**config.mk**
```make
export PLATFORM = sky130hd
export DESIGN_NAME = prt_top
export DESIGN_NICKNAME = d
export VERILOG_FILES = /design/src/inc/prt_pkg.sv /design/src/rtl/prt_access.sv /design/src/rtl/prt_busy_sampler.sv /design/src/rtl/prt_top.sv
export SDC_FILE = /design/constraint.sdc
export NUM_CORES = 1
export LEC_CHECK = 0
export BUFFER_PORTS_ARGS = -buffer_cell sky130_fd_sc_hd__clkbuf_2
export CELL_PAD_IN_SITES_DETAIL_PLACEMENT = 1
export CELL_PAD_IN_SITES_GLOBAL_PLACEMENT = 2
export CORE_MARGIN = 2
export CORE_UTILIZATION = 36
export DETAILED_ROUTE_END_ITERATION = 12
export GPL_TIMING_DRIVEN = 0
export PLACE_DENSITY_LB_ADDON = 0.1
export SLEW_MARGIN = 5
export SYNTH_ARGS = -nofsm -noshare
export SYNTH_HDL_FRONTEND = slang
export SYNTH_HIERARCHICAL = 1
export SYNTH_SLANG_ARGS = --single-unit
```
**constraint.sdc**
```tcl
create_clock -name mclk_i -period 9.6 [get_ports mclk_i]
set_input_delay 0.48 -clock mclk_i [delete_from_list [all_inputs] [get_ports mclk_i]]
set_output_delay 0.48 -clock mclk_i [all_outputs]
set_load 0.01 [all_outputs]
```
**src/inc/prt_pkg.sv**
```systemverilog
// shared constants, types and decode helpers for the throttle control block
package prt_pkg;

   // privilege level of the requesting instruction
   typedef enum logic [1:0] {
      PRT_EL0 = 2'b00,
      PRT_EL1 = 2'b01,
      PRT_EL2 = 2'b10,
      PRT_EL3 = 2'b11
   } prt_el_t;

   // system register encodings packed as {op0, op1, crn, crm, op2}
   localparam logic [15:0] PRT_ENC_CTL2 = 16'hc78d;
   localparam logic [15:0] PRT_ENC_PPM = 16'hc794;

   // syndrome class reported with every system access trap
   localparam logic [5:0] PRT_EC_SYSREG = 6'h18;

   // register widths
   localparam int PRT_REG_W = 64;
   localparam int PRT_CTL2_W = 15;

   // field positions of the prefetch and request throttle control register
   localparam int PRT_PF_LSB = 11;
   localparam int PRT_PF_W = 4;
   localparam int PRT_WIN_LSB = 9;
   localparam int PRT_THR_LSB = 7;
   localparam int PRT_DEC_LSB = 5;
   localparam int PRT_INC_LSB = 3;
   localparam int PRT_DYN_BIT = 2;
   localparam int PRT_CAP_LSB = 0;

   // reset values
   localparam logic [14:0] PRT_CTL2_RST = 15'h0000;
   localparam logic [63:0] PRT_PPM_RST = 64'h0;

   // last defined prefetch range code, later codes are reserved
   localparam logic [3:0] PRT_PF_LAST = 4'h9;

   // default depth of the level2 transaction queue
   localparam int PRT_TQ_SIZE = 64;

   // busy classes: full means throttle down, below low means speed up
   localparam logic [2:0] PRT_BUSY_FULL = 3'h3;
   localparam logic [2:0] PRT_BUSY_LOW = 3'h2;

   // sample window size as a power of two
   function automatic logic [3:0] prt_win_log2(input logic [1:0] c);
      case (c)
         2'b00: prt_win_log2 = 4'h8;
         2'b01: prt_win_log2 = 4'h6;
         2'b10: prt_win_log2 = 4'h7;
         default: prt_win_log2 = 4'h9;
      endcase
   endfunction

   // valid fraction as a right shift of the window size
   function automatic logic [3:0] prt_thr_shift(input logic [1:0] c);
      case (c)
         2'b00: prt_thr_shift = 4'h4;
         2'b01: prt_thr_shift = 4'h5;
         2'b10: prt_thr_shift = 4'h3;
         default: prt_thr_shift = 4'h2;
      endcase
   endfunction

   // limit step for the up and down step fields
   function automatic logic [4:0] prt_step(input logic [1:0] c);
      case (c)
         2'b00: prt_step = 5'h04;
         2'b01: prt_step = 5'h08;
         2'b10: prt_step = 5'h10;
         default: prt_step = 5'h02;
      endcase
   endfunction

endpackage

```
**src/rtl/prt_access.sv**
```systemverilog
// privilege check and trap routing for the system register accesses
`timescale 1ns/1ps
module prt_access (
   input wire prt_pkg::prt_el_t el_i,
   input wire logic el2_enabled_i,
   input wire logic impl_defined_access_trap_i,
   input wire logic el2_wen_i,
   input wire logic el3_wen_i,
   input wire logic write_i,
   input wire logic sel_ctl2_i,
   input wire logic sel_ppm_i,
   output logic undef_o,
   output logic trap_o,
   output logic trap_el3_o,
   output logic grant_o
);
   import prt_pkg::*;

   // first matching check wins, in the order the level checks are made
   always_comb begin
      undef_o = 1'b0;
      trap_o = 1'b0;
      trap_el3_o = 1'b0;
      grant_o = 1'b0;
      if (!(sel_ctl2_i | sel_ppm_i)) begin
         undef_o = 1'b1; // unknown encoding
      end else if (sel_ppm_i) begin
         if (el_i == PRT_EL3) begin
            grant_o = 1'b1;
         end else begin
            undef_o = 1'b1;
         end
      end else begin
         case (el_i)
            PRT_EL0: begin
               undef_o = 1'b1;
            end
            PRT_EL1: begin
               if (el2_enabled_i && impl_defined_access_trap_i) begin
                  trap_o = 1'b1;
               end else if (write_i && el2_enabled_i && !el2_wen_i) begin
                  trap_o = 1'b1;
               end else if (write_i && !el3_wen_i) begin
                  trap_o = 1'b1;
                  trap_el3_o = 1'b1;
               end else begin
                  grant_o = 1'b1;
               end
            end
            PRT_EL2: begin
               if (write_i && el2_enabled_i && !el2_wen_i) begin
                  trap_o = 1'b1;
               end else if (write_i && !el3_wen_i) begin
                  trap_o = 1'b1;
                  trap_el3_o = 1'b1;
               end else begin
                  grant_o = 1'b1;
               end
            end
            default: begin
               grant_o = 1'b1;
            end
         endcase
      end
   end

endmodule

```
**src/rtl/prt_busy_sampler.sv**
```systemverilog
// busy sample window: counts responses per class and judges each window
`timescale 1ns/1ps
module prt_busy_sampler #(
   parameter int CW = 10
) (
   input wire logic mclk_i,
   input wire logic rst_n_i,
   input wire logic ce_i,
   input wire logic [1:0] win_sel_i,
   input wire logic [1:0] thr_sel_i,
   input wire logic rsp_valid_i,
   input wire logic [2:0] rsp_busy_i,
   input wire logic dat_valid_i,
   input wire logic [2:0] dat_busy_i,
   output logic done_o,
   output logic down_o,
   output logic up_o
);
   import prt_pkg::*;

   // a window of 512 plus one overshoot must fit
   if (CW < 10) begin : g_bad_cw
      $error("sampler counter too narrow");
   end

   logic [CW-1:0] win_size;
   logic [CW-1:0] thr;
   logic [CW-1:0] sum [3];
   logic close;

   // window length and valid threshold from the control fields
   assign win_size = CW'(1) << prt_win_log2(win_sel_i);
   assign thr = win_size >> prt_thr_shift(thr_sel_i);

   // class 0 counts all responses, 1 counts full busy, 2 counts low busy
   for (genvar g = 0; g < 3; g++) begin : g_cls
      logic [CW-1:0] cnt_q;
      logic hit_r;
      logic hit_d;
      if (g == 0) begin : g_all
         assign hit_r = rsp_valid_i;
         assign hit_d = dat_valid_i;
      end else if (g == 1) begin : g_full
         assign hit_r = rsp_valid_i && (rsp_busy_i == PRT_BUSY_FULL);
         assign hit_d = dat_valid_i && (dat_busy_i == PRT_BUSY_FULL);
      end else begin : g_low
         assign hit_r = rsp_valid_i && (rsp_busy_i < PRT_BUSY_LOW);
         assign hit_d = dat_valid_i && (dat_busy_i < PRT_BUSY_LOW);
      end
      assign sum[g] = cnt_q + CW'({1'b0, hit_r} + {1'b0, hit_d});
      // counters start empty and clear at each window close
      always_ff @(posedge mclk_i) begin
         if (!rst_n_i) begin
            cnt_q <= '0;
         end else if (ce_i) begin
            cnt_q <= close ? '0 : sum[g];
         end
      end
   end

   assign close = (sum[0] >= win_size);

   // verdict of the closing window, full busy has priority over low busy
   always_ff @(posedge mclk_i) begin
      if (!rst_n_i) begin
         done_o <= 1'b0;
         down_o <= 1'b0;
         up_o <= 1'b0;
      end else if (ce_i) begin
         done_o <= close;
         down_o <= close && (sum[1] >= thr);
         up_o <= close && (sum[1] < thr) && (sum[2] >= thr);
      end
   end

endmodule

```
**src/rtl/prt_top.sv**
```systemverilog
// prefetch and request throttle control: registers, checks, limit logic
`timescale 1ns/1ps
module prt_top #(
   parameter int TQ_SIZE = prt_pkg::PRT_TQ_SIZE
) (
   input wire logic mclk_i,
   input wire logic rst_n_i,
   input wire logic ce_i,
   input wire logic sr_req_i,
   input wire logic sr_write_i,
   input wire logic [15:0] sr_enc_i,
   input wire prt_pkg::prt_el_t sr_el_i,
   input wire logic [63:0] sr_wdata_i,
   input wire logic el2_enabled_i,
   input wire logic impl_defined_access_trap_i,
   input wire logic el2_wen_i,
   input wire logic el3_wen_i,
   input wire logic rsp_busy_valid_i,
   input wire logic [2:0] rsp_busy_i,
   input wire logic dat_busy_valid_i,
   input wire logic [2:0] dat_busy_i,
   input wire logic txreq_issue_i,
   input wire logic txreq_done_i,
   output logic sr_resp_o,
   output logic [63:0] sr_rdata_o,
   output logic sr_undef_o,
   output logic sr_trap_o,
   output logic sr_trap_el3_o,
   output logic [5:0] sr_syndrome_o,
   output logic [1:0] pf_range_min_o,
   output logic [1:0] pf_range_max_o,
   output logic [$clog2(TQ_SIZE):0] req_limit_o,
   output logic [$clog2(TQ_SIZE):0] req_outstanding_o,
   output logic req_allow_o
);
   import prt_pkg::*;

   localparam int LW = $clog2(TQ_SIZE) + 1;
   localparam logic [LW-1:0] TQ_FULL = LW'(TQ_SIZE);
   localparam logic [LW-1:0] TQ_HALF = LW'(TQ_SIZE / 2);
   localparam logic [LW-1:0] TQ_QTR = LW'(TQ_SIZE / 4);
   localparam logic [LW-1:0] TQ_3QTR = LW'(TQ_SIZE - TQ_SIZE / 4);

   // quarter steps of the queue must be whole and non zero
   if ((TQ_SIZE < 8) || (TQ_SIZE % 4 != 0)) begin : g_bad_tq
      $error("queue size must be a multiple of four, at least eight");
   end

   logic sel_ctl2;
   logic sel_ppm;
   logic take;
   logic acc_undef;
   logic acc_trap;
   logic acc_trap_el3;
   logic acc_grant;
   logic wr_ctl2;
   logic wr_ppm;
   logic [63:0] rd_data;
   logic [14:0] ctl2_q;
   logic [63:0] ppm_q;
   logic [3:0] f_pf;
   logic [1:0] f_win;
   logic [1:0] f_thr;
   logic [1:0] f_dec;
   logic [1:0] f_inc;
   logic f_dyn;
   logic [1:0] f_cap;
   logic [1:0] pf_min;
   logic [1:0] pf_max;
   logic smp_done;
   logic smp_down;
   logic smp_up;
   logic [LW-1:0] cap;
   logic [LW:0] dn_need;
   logic [LW:0] up_sum;
   logic [LW-1:0] limit_d;
   logic [LW-1:0] limit_q;
   logic [LW-1:0] outst_d;
   logic [LW-1:0] outst_q;

   // decode of the addressed register and the accepted request
   assign sel_ctl2 = (sr_enc_i == PRT_ENC_CTL2);
   assign sel_ppm = (sr_enc_i == PRT_ENC_PPM);
   assign take = ce_i & sr_req_i;

   // privilege checks and trap routing
   prt_access u_access (
      .el_i(sr_el_i),
      .el2_enabled_i(el2_enabled_i),
      .impl_defined_access_trap_i(impl_defined_access_trap_i),
      .el2_wen_i(el2_wen_i),
      .el3_wen_i(el3_wen_i),
      .write_i(sr_write_i),
      .sel_ctl2_i(sel_ctl2),
      .sel_ppm_i(sel_ppm),
      .undef_o(acc_undef),
      .trap_o(acc_trap),
      .trap_el3_o(acc_trap_el3),
      .grant_o(acc_grant)
   );

   // a write only lands once every check has passed
   assign wr_ctl2 = take & acc_grant & sr_write_i & sel_ctl2;
   assign wr_ppm = take & acc_grant & sr_write_i & sel_ppm;

   // control register, only the defined low bits are kept
   always_ff @(posedge mclk_i) begin
      if (!rst_n_i) begin
         ctl2_q <= PRT_CTL2_RST;
      end else if (wr_ctl2) begin
         ctl2_q <= sr_wdata_i[PRT_CTL2_W-1:0];
      end
   end

   // management register holds whatever software writes, steering nothing
   always_ff @(posedge mclk_i) begin
      if (!rst_n_i) begin
         ppm_q <= PRT_PPM_RST;
      end else if (wr_ppm) begin
         ppm_q <= sr_wdata_i;
      end
   end

   // field views of the control register
   assign f_pf = ctl2_q[PRT_PF_LSB +: PRT_PF_W];
   assign f_win = ctl2_q[PRT_WIN_LSB +: 2];
   assign f_thr = ctl2_q[PRT_THR_LSB +: 2];
   assign f_dec = ctl2_q[PRT_DEC_LSB +: 2];
   assign f_inc = ctl2_q[PRT_INC_LSB +: 2];
   assign f_dyn = ctl2_q[PRT_DYN_BIT];
   assign f_cap = ctl2_q[PRT_CAP_LSB +: 2];

   // read data, reserved upper bits read as zero
   always_comb begin
      rd_data = '0;
      if (acc_grant && !sr_write_i) begin
         if (sel_ctl2) begin
            rd_data = {{(PRT_REG_W - PRT_CTL2_W){1'b0}}, ctl2_q};
         end else if (sel_ppm) begin
            rd_data = ppm_q;
         end
      end
   end

   // response one cycle after each accepted request
   always_ff @(posedge mclk_i) begin
      if (!rst_n_i) begin
         sr_resp_o <= 1'b0;
         sr_rdata_o <= '0;
         sr_undef_o <= 1'b0;
         sr_trap_o <= 1'b0;
         sr_trap_el3_o <= 1'b0;
         sr_syndrome_o <= '0;
      end else if (ce_i) begin
         sr_resp_o <= sr_req_i;
         if (sr_req_i) begin
            sr_rdata_o <= rd_data;
            sr_undef_o <= acc_undef;
            sr_trap_o <= acc_trap;
            sr_trap_el3_o <= acc_trap_el3;
            sr_syndrome_o <= acc_trap ? PRT_EC_SYSREG : 6'h00;
         end
      end
   end

   // allowed prefetch mode range, each code names its lowest and highest
   always_comb begin
      pf_min = 2'h0;
      pf_max = 2'h3;
      case (f_pf)
         4'h0: {pf_min, pf_max} = 4'h0;
         4'h1: {pf_min, pf_max} = 4'h1;
         4'h2: {pf_min, pf_max} = 4'h2;
         4'h3: {pf_min, pf_max} = 4'h3;
         4'h4: {pf_min, pf_max} = 4'h5;
         4'h5: {pf_min, pf_max} = 4'h6;
         4'h6: {pf_min, pf_max} = 4'h7;
         4'h7: {pf_min, pf_max} = 4'ha;
         4'h8: {pf_min, pf_max} = 4'hb;
         PRT_PF_LAST: {pf_min, pf_max} = 4'hf;
         default: {pf_min, pf_max} = 4'h3;
      endcase
   end

   // registered prefetch range for the prefetcher
   always_ff @(posedge mclk_i) begin
      if (!rst_n_i) begin
         pf_range_min_o <= 2'h0;
         pf_range_max_o <= 2'h0;
      end else if (ce_i) begin
         pf_range_min_o <= pf_min;
         pf_range_max_o <= pf_max;
      end
   end

   // busy sampling over response and data receive channels
   prt_busy_sampler #(
      .CW(10)
   ) u_sampler (
      .mclk_i(mclk_i),
      .rst_n_i(rst_n_i),
      .ce_i(ce_i),
      .win_sel_i(f_win),
      .thr_sel_i(f_thr),
      .rsp_valid_i(rsp_busy_valid_i),
      .rsp_busy_i(rsp_busy_i),
      .dat_valid_i(dat_busy_valid_i),
      .dat_busy_i(dat_busy_i),
      .done_o(smp_done),
      .down_o(smp_down),
      .up_o(smp_up)
   );

   // static cap as a share of the transaction queue
   always_comb begin
      case (f_cap)
         2'b00: cap = TQ_FULL;
         2'b01: cap = TQ_3QTR;
         2'b10: cap = TQ_HALF;
         default: cap = TQ_QTR;
      endcase
   end

   // step arithmetic one bit wider so nothing wraps
   assign dn_need = {1'b0, TQ_QTR} + (LW + 1)'(prt_step(f_dec));
   assign up_sum = {1'b0, limit_q} + (LW + 1)'(prt_step(f_inc));

   // next limit: static, or adapted between the quarter floor and the cap
   always_comb begin
      limit_d = limit_q;
      if (!f_dyn) begin
         limit_d = cap;
      end else if (limit_q > cap) begin
         limit_d = cap;
      end else if (smp_done && smp_down) begin
         if ({1'b0, limit_q} >= dn_need) begin
            limit_d = limit_q - LW'(prt_step(f_dec));
         end else begin
            limit_d = TQ_QTR;
         end
      end else if (smp_done && smp_up) begin
         if (up_sum >= {1'b0, cap}) begin
            limit_d = cap;
         end else begin
            limit_d = up_sum[LW-1:0];
         end
      end
   end

   // limit register starts at the default static cap
   always_ff @(posedge mclk_i) begin
      if (!rst_n_i) begin
         limit_q <= TQ_FULL;
      end else if (ce_i) begin
         limit_q <= limit_d;
      end
   end

   // outstanding request count, saturating at both ends
   always_comb begin
      outst_d = outst_q;
      if (txreq_issue_i && !txreq_done_i && (outst_q != TQ_FULL)) begin
         outst_d = outst_q + LW'(1);
      end else if (!txreq_issue_i && txreq_done_i && (outst_q != '0)) begin
         outst_d = outst_q - LW'(1);
      end
   end

   // count and issue permission against the active limit
   always_ff @(posedge mclk_i) begin
      if (!rst_n_i) begin
         outst_q <= '0;
         req_allow_o <= 1'b0;
      end else if (ce_i) begin
         outst_q <= outst_d;
         req_allow_o <= (outst_d < limit_d);
      end
   end

   assign req_limit_o = limit_q;
   assign req_outstanding_o = outst_q;

endmodule

```
* After elaboration in Yosys (flattened, before gate mapping)
Memory sizes are Yosys's and may differ from the RTL's. A register that Yosys moved wholly into a read port is not among the register bits.
Index checks and enable logic that the tools add are counted.
** Storage, ports and cells
- Bits in registers :: 201
- Memory bits (read-only) :: 64
- Bits of input ports :: 101
- Output and inout port bits :: 93
- Memories :: 1
** Memories
- (name not given) :: depth 16, bits a word 4, read ports 1, clocked after memory_dff 1, wr ports 0, line prt_top.sv:170 : case (f_pf)
** Cells by class
- $add $sub $neg :: 11
- $lt $le $gt $ge :: 10
- Equality and inequality tests :: 18
- Shift-type cells :: 2
- Muxes and demuxes :: 46
- Bitwise gates (word level) :: 6
- Reduce and logical (&&, ||, !) cells :: 32
** Operator list (count)
- two-way mux 64 bit :: 3
- two-way mux 7 bit :: 8
- equality test 16 bit, second input constant :: 2
- adder 10 bit :: 3
- greater-or-equal comparator 10 bit :: 3
- two-way mux 10 bit :: 3
- one-hot mux 5 bit (3 select lines) :: 2
- two-way mux 5 bit :: 5
- one-hot mux 7 bit (3 select lines) :: 1
- two-way mux 1 bit :: 19
- logical AND 1 bit :: 18
- equality test 2 bit, second input constant :: 7
- equality test 2 x 1 -> 1 bit, second input constant :: 6
- zero test 2 bit :: 6
- one-hot mux 4 bit (3 select lines) :: 1
- less-than comparator 10 bit :: 1
- << shifter 1 x 4 -> 10 bit, first input constant :: 1
- >> shifter 10 x 3 -> 10 bit :: 1
- one-hot mux 3 bit (3 select lines) :: 1
- adder 7 x 5 -> 8 bit :: 1
- greater-or-equal comparator 8 x 7 -> 1 bit :: 1
- adder 7 x 1 -> 7 bit, second input constant :: 1
- greater-or-equal comparator 7 x 6 -> 1 bit :: 1
- > comparator 7 bit :: 1
- other kinds (15) :: 29

* Depth between registers and ports, before layout
Gate-level depths: netlist of the first run.
- Word-level depth :: 14
- Gate-level depth with buffers :: 19
- Gate-level depth less buffers :: 19

* Hierarchy
Netlist of the first run, hierarchy kept.
** By module, submodules not included
- prt_top :: times used 1, cells an instance 886, area each 7362.1 um^2, seq. area each 3323.2 um^2
- prt_busy_sampler :: times used 1, cells an instance 298, area each 2670.1 um^2, seq. area each 660.6 um^2
- prt_access :: times used 1, cells an instance 22, area each 187.7 um^2, seq. area each 0.0 um^2

* Worst setup path before layout of the first run
No wires, ideal clock.
- Kind :: reg2reg
- From :: register ctl2_q[4]
- To :: register req_allow_o
- Library setup time :: 0.075 ns
- Arrival :: 3.707 ns
- Setup slack :: 5.818 ns
- Cell stages (with the launch flop) :: 19
- Path buffers :: 1
- Clock period less this slack :: 3.782 ns
- Cells stage by stage :: dfxtp_1 > and2_1 > ha_1 > fa_1 > a21o_1 > a21oi_1 > xnor2_1 > ha_1 > nand4b_1 > or4_1 > and3_1 > clkbuf_1 > o21ai_0 > a21oi_1 > ha_1 > nor2b_1 > o21ai_0 > o211ai_1 > o22ai_1
** On the way
- Cells in the longest elaborated chain, start to end :: 10
** RTL lines
- start, declared :: line prt_top.sv:59 : logic [14:0] ctl2_q;
- start signal, assigned :: line prt_top.sv:111 : ctl2_q <= sr_wdata_i[PRT_CTL2_W-1:0];
- equality test 2 bit (tied with other cells) :: line prt_pkg.sv:69 : case (c)
- one-hot mux 5 bit (3 select lines) (*) :: line prt_pkg.sv:69
- adder 7 x 5 -> 8 bit (*) :: line prt_top.sv:226 : assign up_sum = {1'b0, limit_q} + (LW + 1)'(prt_step(f_inc));
- greater-or-equal comparator 8 x 7 -> 1 bit :: line prt_top.sv:242 : if (up_sum >= {1'b0, cap}) begin
- two-way mux 7 bit (*) :: line prt_top.sv:242
- two-way mux 7 bit (*) :: line prt_top.sv:241 : end else if (smp_done && smp_up) begin
- two-way mux 7 bit (*) :: line prt_top.sv:235 : end else if (smp_done && smp_down) begin
- two-way mux 7 bit (*) :: line prt_top.sv:233 : end else if (limit_q > cap) begin
- two-way mux 7 bit (*) :: line prt_top.sv:231 : if (!f_dyn) begin
- less-than comparator 7 bit (*) :: line prt_top.sv:276 : req_allow_o <= (outst_d < limit_d);
- end signal, assigned :: line prt_top.sv:276
- end, declared :: line prt_top.sv:34 : output logic req_allow_o
Every way passes the cells marked *; elsewhere a longest branch is shown, timed or not.
A chain may end at the register's enable or synchronous reset.

* Final worst setup path of the first run
- From :: register limit_q[2], in the netlist req_limit_o[2]
- To :: register req_allow_o
** On the way
- Cells in the longest elaborated chain, start to end :: 8
** RTL lines
- start, declared :: line prt_top.sv:77 : logic [LW-1:0] limit_q;
- start signal, assigned :: line prt_top.sv:255 : limit_q <= limit_d;
- adder 7 x 5 -> 8 bit :: line prt_top.sv:226
- greater-or-equal comparator 8 x 7 -> 1 bit :: line prt_top.sv:242
- two-way mux 7 bit :: line prt_top.sv:242
- two-way mux 7 bit :: line prt_top.sv:241
- two-way mux 7 bit :: line prt_top.sv:235
- two-way mux 7 bit (*) :: line prt_top.sv:233
- two-way mux 7 bit (*) :: line prt_top.sv:231
- less-than comparator 7 bit (*) :: line prt_top.sv:276
Marks and branches as above.

==> results of run 1 <==
[layout by cell type, fill, tap and decap left out, drive strengths merged, types with 7 or more instances in the layout]
cell type and instances:
a211oi 7, a21oi 117, a22o 44, a22oi 52, a31oi 8, and2 9
and3 7, buf 27, clkbuf 254, dfxtp 199, ha 76, inv 44
mux2i 19, nand2 204, nand3 29, nand4 7, nor2 104, nor2b 17
nor3 8, o21a 8, o21ai 28, xnor2 22, xor2 19
[kinds of logic (layout without fill, tap and decap cells)]
family                     after synthesis  count (layout)  share of synthesized area
AOI/OAI and AO/OA                      316             316                      0.208
xor gates and xnor gates                41              41                     0.0351
adders and majority gates               81              81                      0.103
buffers and inverters                  116             337                     0.0497
DFF                                    199             199                      0.390
muxes                                   19              19                     0.0186
other                                    2               6                   0.000735
and+or+nand+nor                        432             432                      0.196
[final timing paths]
path / from / end / slack, ns / cells past startpoint
worst max-delay path: req_limit_o[2] / req_allow_o / 5.23 / 17
worst min-delay path: sr_wdata_i[17] / ppm_q[17] / 0.25 / 3
worst max register to register: req_limit_o[2] / req_allow_o / 5.23 / 17
worst min register to register: ppm_q[26] / ppm_q[26] / 0.46 / 2
[critical path: cells and delay by family (launching register included)]
family	cells	cell delay [ns]
flops	1	0.62
xor+xnor	1	0.23
compound gates	7	1.33
fa+ha+maj	3	0.95
buf+inv	2	0.24
simple gates	4	0.91
[final cells by class]
class                   count  area share
repair buffers            189      0.0775
well taps                 378      0.0387
inverters                  43      0.0132
flip-flops and latches    199       0.326
plain buffers              73      0.0284
clock buffers              19      0.0355
clock inverters            13      0.0102
multi-input cells         895       0.470
[flip-flops by register name, indices dropped and copies added (netlist names), 2 cells and up]
name                   cells
ppm_q                     64
sr_rdata_o                64
u_sampler/g_cls.cnt_q     30
ctl2_q                    15
req_limit_o                7
req_outstanding_o          7
pf_range_max_o             2
pf_range_min_o             2
[metal layers]
layer,vias to the layer above,track usage,part of all wire
met5,-,0,0
met4,0,0.0490,0.013
met3,21,0.0515,0.051
met2,171,0.367,0.48
met1,4470,0.276,0.45
li1,4663,-,-
[power breakdown]
| part | internal (mW) | switching (mW) |
|---|---|---|
| Sequential | 0.830 | 0.00508 |
| Clock | 0.361 | 0.346 |
| Combinational | 0.0464 | 0.0730 |
| Total | 1.24 | 0.424 |
==> impl_metrics.json, run 1 <==
{
  "place_inst": 1777,
  "syn_area_mm2": 0.0102,
  "min_period_ns": 4.37,
  "fin_nets": 1600,
  "fin_skew_ns": 0.0128,
  "root_buffer": "clkbuf_16",
  "final.setup.tns_ns": 0,
  "multi_input_area_mm2": 0.00574,
  "yosys_warnings": 6,
  "die_area_mm2": 0.0298,
  "start_kind": "flop",
  "dp_hpwl_um": 24100,
  "crit_arrival_ns": 4.74,
  "seqCellArea_mm2": 0.00398,
  "dpl_cell_area_mm2": 0.0117,
  "ys_top_cells_by_area": "dfxtp_1, ha_1, nand2_1, a21oi_1, a22oi_1",
  "synthFlopType": "dfxtp_1",
  "dr.pass1.iters": 4,
  "yosys-top-cells-count": "nand2_1, dfxtp_1, a21oi_1",
  "fin_ws_ns": 5.23,
  "synth.most_common_cell": "nand2_1",
  "post-place-ws_ns": 5.01,
  "post_cts_resized": 0,
  "slew_viol_final": 0,
  "syn_area_per_cell_um2": 8.47,
  "syn_to_final_growth_pct": 19.5,
  "finalWirelength_um": 31700,
  "antenna_found_initial": 0,
  "io_pins": 194,
  "num_rows": 61,
  "synth_top_area_frac": 0.390,
  "layout-drive-gt1-share": 0.183,
  "gp_congestion": 0.808,
  "grt_max_degree": 18,
  "path_max_fanout": 8,
  "fin_cells": 1809,
  "grtUsageTotal": 0.216,
  "num-fill-cells": 3417,
  "ys_ff_latch": 199,
  "via_count": 9325,
  "clockBufferDepth": 2,
  "htree_levels": 4,
  "finalHoldViolations": 0,
  "max_freq_mhz": 229,
  "hold_class": "input port to flop",
  "holdWs_ns": 0.248,
  "first_iter_violations": 346,
  "cts_inserted_buffers": 17,
  "slew_headroom": 0.470,
  "synth_edf_count": 0,
  "grt_first_pass_wirelength_um": 49600,
  "cp_data_required_time_ns": 9.96,
  "yosys.area.top_type": "dfxtp_1",
  "insertedDiodeCount": 0,
  "gr-total-overflow": 0,
  "core_area_mm2": 0.0279,
  "post-route-util": 0.438,
  "clock-sinks": 199,
  "p_leak_nw": 5.06,
  "die_h_um": 172,
  "clk_pin_slew_ns": 0.08,
  "end_kind": "flop",
  "yosysUniqueCellTypes": 79,
  "grt_pass1_vias": 9388,
  "p_total_mw": 1.66,
  "vdd_ir_drop_max_uv": 114,
  "status": "finished clean",
  "cpPeakStageDelay_ns": 0.62,
  "final_area_mm2": 0.0122,
  "setup_viol": 0,
  "netlist_instances": 1206,
  "synth-async-reset-ratio": 0,
  "critical_path_class": "flop to flop",
  "period_share": 0.456,
  "cts_tree": "built",
  "wl_per_cell_um": 17.5,
  "tightestPinTransition_ns": 0.795,
  "crit_path_cell_trace": "ha_1, a21o_1, a221o_1, xnor2_1, inv_1, ha_1, nand4b_1, or4_1, and3_1, clkbuf_1, o21ai_0, a21oi_1, ha_1, nor2b_1, o21ai_0, o211ai_1, o22ai_1",
  "insertion_delay_ns": 0.45,
  "rsz0062_at_grt": "no",
  "crit_slowest_cell": "dfxtp_1",
  "drc": 0,
  "synth-seq-area-share": 0.390,
  "power_density_mw_per_mm2": 136,
  "die_x_um": 172,
  "ant_nets": 0,
  "via_per_inst": 5.15,
  "io_buffer_count": 189,
  "maxCapViolations": 0,
  "ctsHoldBuffers": 0,
  "start_util": 0.367,
  "cpMostUsedCell": "ha_1",
  "postCtsSetupRepairBufs": 0
}
Power figures use the tool's default switching activity.
==> inputs of run 2 (changes only) <==
Settings changed: CORE_UTILIZATION 36 to 30.
Clock period 9.6 ns to 3.65 ns, I/O delays scaled along.
==> run 2 against run 1 <==
Net effect: the flow now finishes with violations (setup timing); worst setup slack lost 5.4 ns; die area is 20% higher; first-iteration DRC count down 23%; combinational power grew to 3.1 times the previous value; largest cell class unchanged.
==> impl_metrics.json, run 2 (synthesis results as in run 1) <==
{
  "via_per_inst": 4.94,
  "clockBufferDepth": 2,
  "gr-total-overflow": 0,
  "num_rows": 67,
  "io_pins": 194,
  "max_freq_mhz": 259,
  "min_period_ns": 3.86,
  "final.setup.tns_ns": -0.208,
  "ant_nets": 0,
  "tightestPinTransition_ns": 0.803,
  "final_cell_mix": "nand2_1, dfxtp_1, clkbuf_2",
  "power_density_mw_per_mm2": 341,
  "die_x_um": 189,
  "hold_class": "input port to flop",
  "p_leak_nw": 5.42,
  "core_area_mm2": 0.0335,
  "cp_data_required_time_ns": 4.02,
  "place_inst": 1847,
  "crit_arrival_ns": 4.23,
  "rsz0062_at_grt": "yes",
  "maxCapViolations": 0,
  "grt_pass1_vias": 9882,
  "start_util": 0.305,
  "io_buffer_count": 189,
  "start_kind": "flop",
  "fin_skew_ns": 0.00747,
  "grtUsageTotal": 0.191,
  "fin_ws_ns": -0.208,
  "setup_viol": 1,
  "root_buffer": "clkbuf_16",
  "clk_pin_slew_ns": 0.07,
  "grt_first_pass_wirelength_um": 53200,
  "violations": "setup timing",
  "finalWirelength_um": 34000,
  "post-route-util": 0.391,
  "fin_cells": 1950,
  "cts_tree": "built",
  "fin_nets": 1670,
  "path_max_fanout": 6,
  "htree_levels": 4,
  "syn_to_final_growth_pct": 28.4,
  "die_area_mm2": 0.0356,
  "end_kind": "flop",
  "first_iter_violations": 267,
  "p_total_mw": 4.48,
  "clock-sinks": 199,
  "reg_top3": "ppm_q x64, sr_rdata_o x64, u_sampler/g_cls.cnt_q x30",
  "antenna_found_initial": 2,
  "vdd_ir_drop_max_uv": 337,
  "dr.pass1.iters": 4,
  "finalHoldViolations": 0,
  "period_share": 1.06,
  "critical_path_class": "flop to flop",
  "wl_per_cell_um": 17.4,
  "dp_hpwl_um": 25500,
  "drc": 0,
  "layout-drive-gt1-share": 0.197,
  "multi_input_area_mm2": 0.00586,
  "status": "complete, but fails checks",
  "gp_congestion": 0.791,
  "slew_headroom": 0.464,
  "via_count": 9626,
  "final_common_cell": "nand2_1",
  "num-fill-cells": 4093,
  "cts_inserted_buffers": 17,
  "die_h_um": 189,
  "grt_max_degree": 17,
  "seqCellArea_mm2": 0.00400,
  "insertion_delay_ns": 0.45,
  "slew_viol_final": 0,
  "post-place-ws_ns": -0.635
}
run 2: area by class of cell:
| cell class | instances | share of cell area |
|---|---|---|
| clock buffers | 21 | 0.0336 |
| multi-input cells | 895 | 0.446 |
| repair buffers | 261 | 0.125 |
| inverters | 43 | 0.0123 |
| plain buffers | 71 | 0.0259 |
| clock inverters | 11 | 0.00953 |
| well taps | 448 | 0.0427 |
| flip-flops and latches | 199 | 0.305 |
| diodes | 1 | 0.000191 |
run 2: timing repair:
| item | in CTS | in global routing |
|---|---|---|
| gates resized for setup | 23 | 6 |
| pin swaps | 14 | 5 |
| hold endpoints to repair | 72 | 0 |
| buffers inserted | 6 | 4 |
| endpoints found under the setup margin | 81 | 110 |
| hold buffers | 62 | 0 |
run 2: metrics by stage:
step / hold slack (ns) / instance area (um2)
2_1_floorplan: 0.300 / 10300
3_3_place_gp: 0.407 / 11800
3_5_place_dp: 0.413 / 11800
4_1_cts: 0.00324 / 13100
5_1_grt: 0.0126 / 13100
6_report: 0.0118 / 13100
run 2: worst paths after layout:
check	slack (ns)	to	start	depth (start not counted)
worst min register to register	0.45	ppm_q[43]	ppm_q[43]	2
worst max register to register	-0.21	req_allow_o	ctl2_q[3]	18
worst min-delay path	0.01	ppm_q[10]	sr_wdata_i[10]	3
worst max-delay path	-0.21	req_allow_o	ctl2_q[3]	18
run 2: per-layer routing:
layer | part of all wire | up-vias | GRT usage | routed length, um
met1 | 0.46 | 4656 | 0.242 | 15800
li1 | - | 4804 | - | -
met5 | 0.00038 | - | 0 | 13
met2 | 0.48 | 138 | 0.325 | 16300
met3 | 0.040 | 26 | 0.0428 | 1350
met4 | 0.018 | 2 | 0.0559 | 597
run 2: power by group:
| group | total [mW] | internal, mW | leakage, nW | switching (mW) |
|---|---|---|---|---|
| registers | 2.19 | 2.18 | 1.61 | 0.0142 |
| clock network | 1.91 | 1.01 | 0.277 | 0.896 |
| logic | 0.371 | 0.165 | 3.54 | 0.206 |
run 2: critical path, stage by stage (launching register included):
cell,delay [ns]
dfxtp_4,0.37
nor2b_1,0.13
ha_1,0.29
and3_1,0.18
a221o_1,0.33
xnor2_2,0.17
inv_1,0.10
ha_4,0.28
nand4b_1,0.10
or4_4,0.45
and3_4,0.20
o2111ai_4,0.22
a21oi_2,0.08
a21oi_2,0.13
ha_1,0.25
nor2b_1,0.13
o21ai_1,0.11
o211ai_1,0.11
o22ai_1,0.14
==> inputs of run 3 (changes only) <==
Settings changed: CTS_BUF_LIST set to sky130_fd_sc_hd__clkbuf_16.
==> run 3 against run 2 <==
Net effect: cell count is the same; hold slack lost 0.00064 ns; clock skew grew 0.00095 ns; design area is the same; die area is the same; via count is essentially flat; the run still ends with setup timing left; clock power is essentially flat; register-to-register slack is essentially flat.
==> impl_metrics.json, run 3 (synthesis results as in run 1) <==
{
  "crit_arrival_ns": 4.23,
  "start_kind": "flop",
  "grt_first_pass_wirelength_um": 53200,
  "vdd_ir_drop_max_uv": 337,
  "p_int_mw": 3.35,
  "path_buf_inv": 1,
  "power_frac_comb": 0.083,
  "status": "complete, but fails checks",
  "reg_top3": "ppm_q x64, sr_rdata_o x64, u_sampler/g_cls.cnt_q x30",
  "seqCellArea_mm2": 0.00400,
  "fin_skew_ns": 0.00841,
  "cpPeakStageDelay_ns": 0.45,
  "use_met1": 0.242,
  "insertion_delay_ns": 0.45,
  "startpoint": "ctl2_q[3]",
  "layout-drive-gt1-share": 0.197,
  "via_per_inst": 4.94,
  "violations": "setup timing",
  "final_cell_mix": "nand2_1, dfxtp_1, clkbuf_2",
  "hold_class": "input port to flop",
  "maxCapViolations": 0,
  "io_buffer_count": 189,
  "die_area_mm2": 0.0356,
  "die_x_um": 189,
  "final_common_cell": "nand2_1",
  "p_leak_nw": 5.44,
  "switching_share": 0.250,
  "clock-sinks": 199,
  "dp_hpwl_um": 25500,
  "antenna_found_initial": 2,
  "crit_family": "simple AND/OR/NAND/NOR gates",
  "grt_pass1_vias": 9882,
  "min_period_ns": 3.86,
  "post-place-ws_ns": -0.635,
  "tightestPinTransition_ns": 0.802,
  "power.switching_mw": 1.12,
  "cts_inserted_buffers": 17,
  "use_met3": 0.0428,
  "gp_congestion": 0.791,
  "power_density_mw_per_mm2": 340,
  "use_met2": 0.325,
  "core_area_mm2": 0.0335,
  "num_rows": 67,
  "io_pins": 194,
  "clockBufferDepth": 2,
  "htree_levels": 4,
  "p_total_mw": 4.47,
  "cts_tree": "built",
  "drc": 0,
  "crit_path_cell_trace": "nor2b_1, ha_1, and3_1, a221o_1, xnor2_2, inv_1, ha_4, nand4b_1, or4_4, and3_4, o2111ai_4, a21oi_2, a21oi_2, ha_1, nor2b_1, o21ai_1, o211ai_1, o22ai_1",
  "post-route-util": 0.391,
  "critical_path_class": "flop to flop",
  "cp_data_required_time_ns": 4.02,
  "die_h_um": 189,
  "fin_nets": 1670,
  "finalWirelength_um": 34000,
  "fin_ws_ns": -0.208,
  "end_kind": "flop",
  "holdWs_ns": 0.0111,
  "grtUsageTotal": 0.191,
  "slew_viol_final": 0,
  "p_seq_frac": 0.491,
  "period_share": 1.06,
  "grt_max_degree": 17,
  "clk_pin_slew_ns": 0.07,
  "path_max_fanout": 6,
  "dr.pass1.iters": 4,
  "crit_slowest_cell": "or4_4",
  "max_freq_mhz": 259,
  "rsz0062_at_grt": "yes",
  "wl_per_cell_um": 17.4,
  "first_iter_violations": 253,
  "multi_input_area_mm2": 0.00586,
  "r2r-start": "ctl2_q[3]",
  "num-fill-cells": 4093,
  "root_buffer": "clkbuf_16",
  "setup_viol": 1,
  "start_util": 0.305,
  "p_clk_frac": 0.426,
  "syn_to_final_growth_pct": 28.4,
  "via_count": 9625,
  "grt_busiest_layer": "met2",
  "min-delay-start": "sr_wdata_i[10]",
  "gr-total-overflow": 0,
  "slew_headroom": 0.465,
  "finalHoldViolations": 0,
  "ant_nets": 0
}
run 3: stage by stage:
step,cell area [um2],cells,TNS [ns]
finish,13100,1950,-0.208
global route,13100,1950,-0.451
CTS,13100,1946,-0.226
detailed placement,11800,1847,-71.16
global placement,11800,1847,-74.39
floorplan,10300,1210,0
run 3: cell type report:
type,instances,area share
diodes,1,0.000191
inverters,43,0.0123
clock inverters,15,0.0107
repair buffers,261,0.125
well taps,448,0.0427
flip-flops and latches,199,0.305
clock buffers,17,0.0324
plain buffers,71,0.0259
multi-input cells,895,0.446
run 3: what timing repair did:
item	CTS	global route
hold buffers	62	0
resized for setup	23	6
hold endpoints to repair	72	0
pin swaps	14	5
endpoints found under the setup margin	80	110
setup buffers	6	4
run 3: worst min-delay path: stages:
cell      delay, ns
clkbuf_2       0.11
nand2_1        0.06
a21oi_1        0.05
run 3: final timing paths:
| kind | endpoint | slack, ns | cells after the start |
|---|---|---|---|
| setup / recovery | req_allow_o | -0.21 | 18 |
| hold / removal | ppm_q[10] | 0.01 | 3 |
| setup reg to reg | req_allow_o | -0.21 | 18 |
| hold reg to reg | ppm_q[43] | 0.45 | 2 |
run 3: power by group through the flow:
stage	logic [mW]	registers [mW]	clock network, mW
2_1_floorplan	0.169	2.25	0
6_report	0.371	2.19	1.90
4_1_cts	0.380	2.19	1.97
5_1_grt	0.417	2.20	2.05
3_5_place_dp	0.322	2.25	0
3_3_place_gp	0.318	2.25	0
run 3: metal layers:
layer  part of all wire  up-vias
li1                   -     4808
met1               0.46     4646
met2               0.48      143
met3              0.042       26
met4              0.018        2
met5            0.00038        -
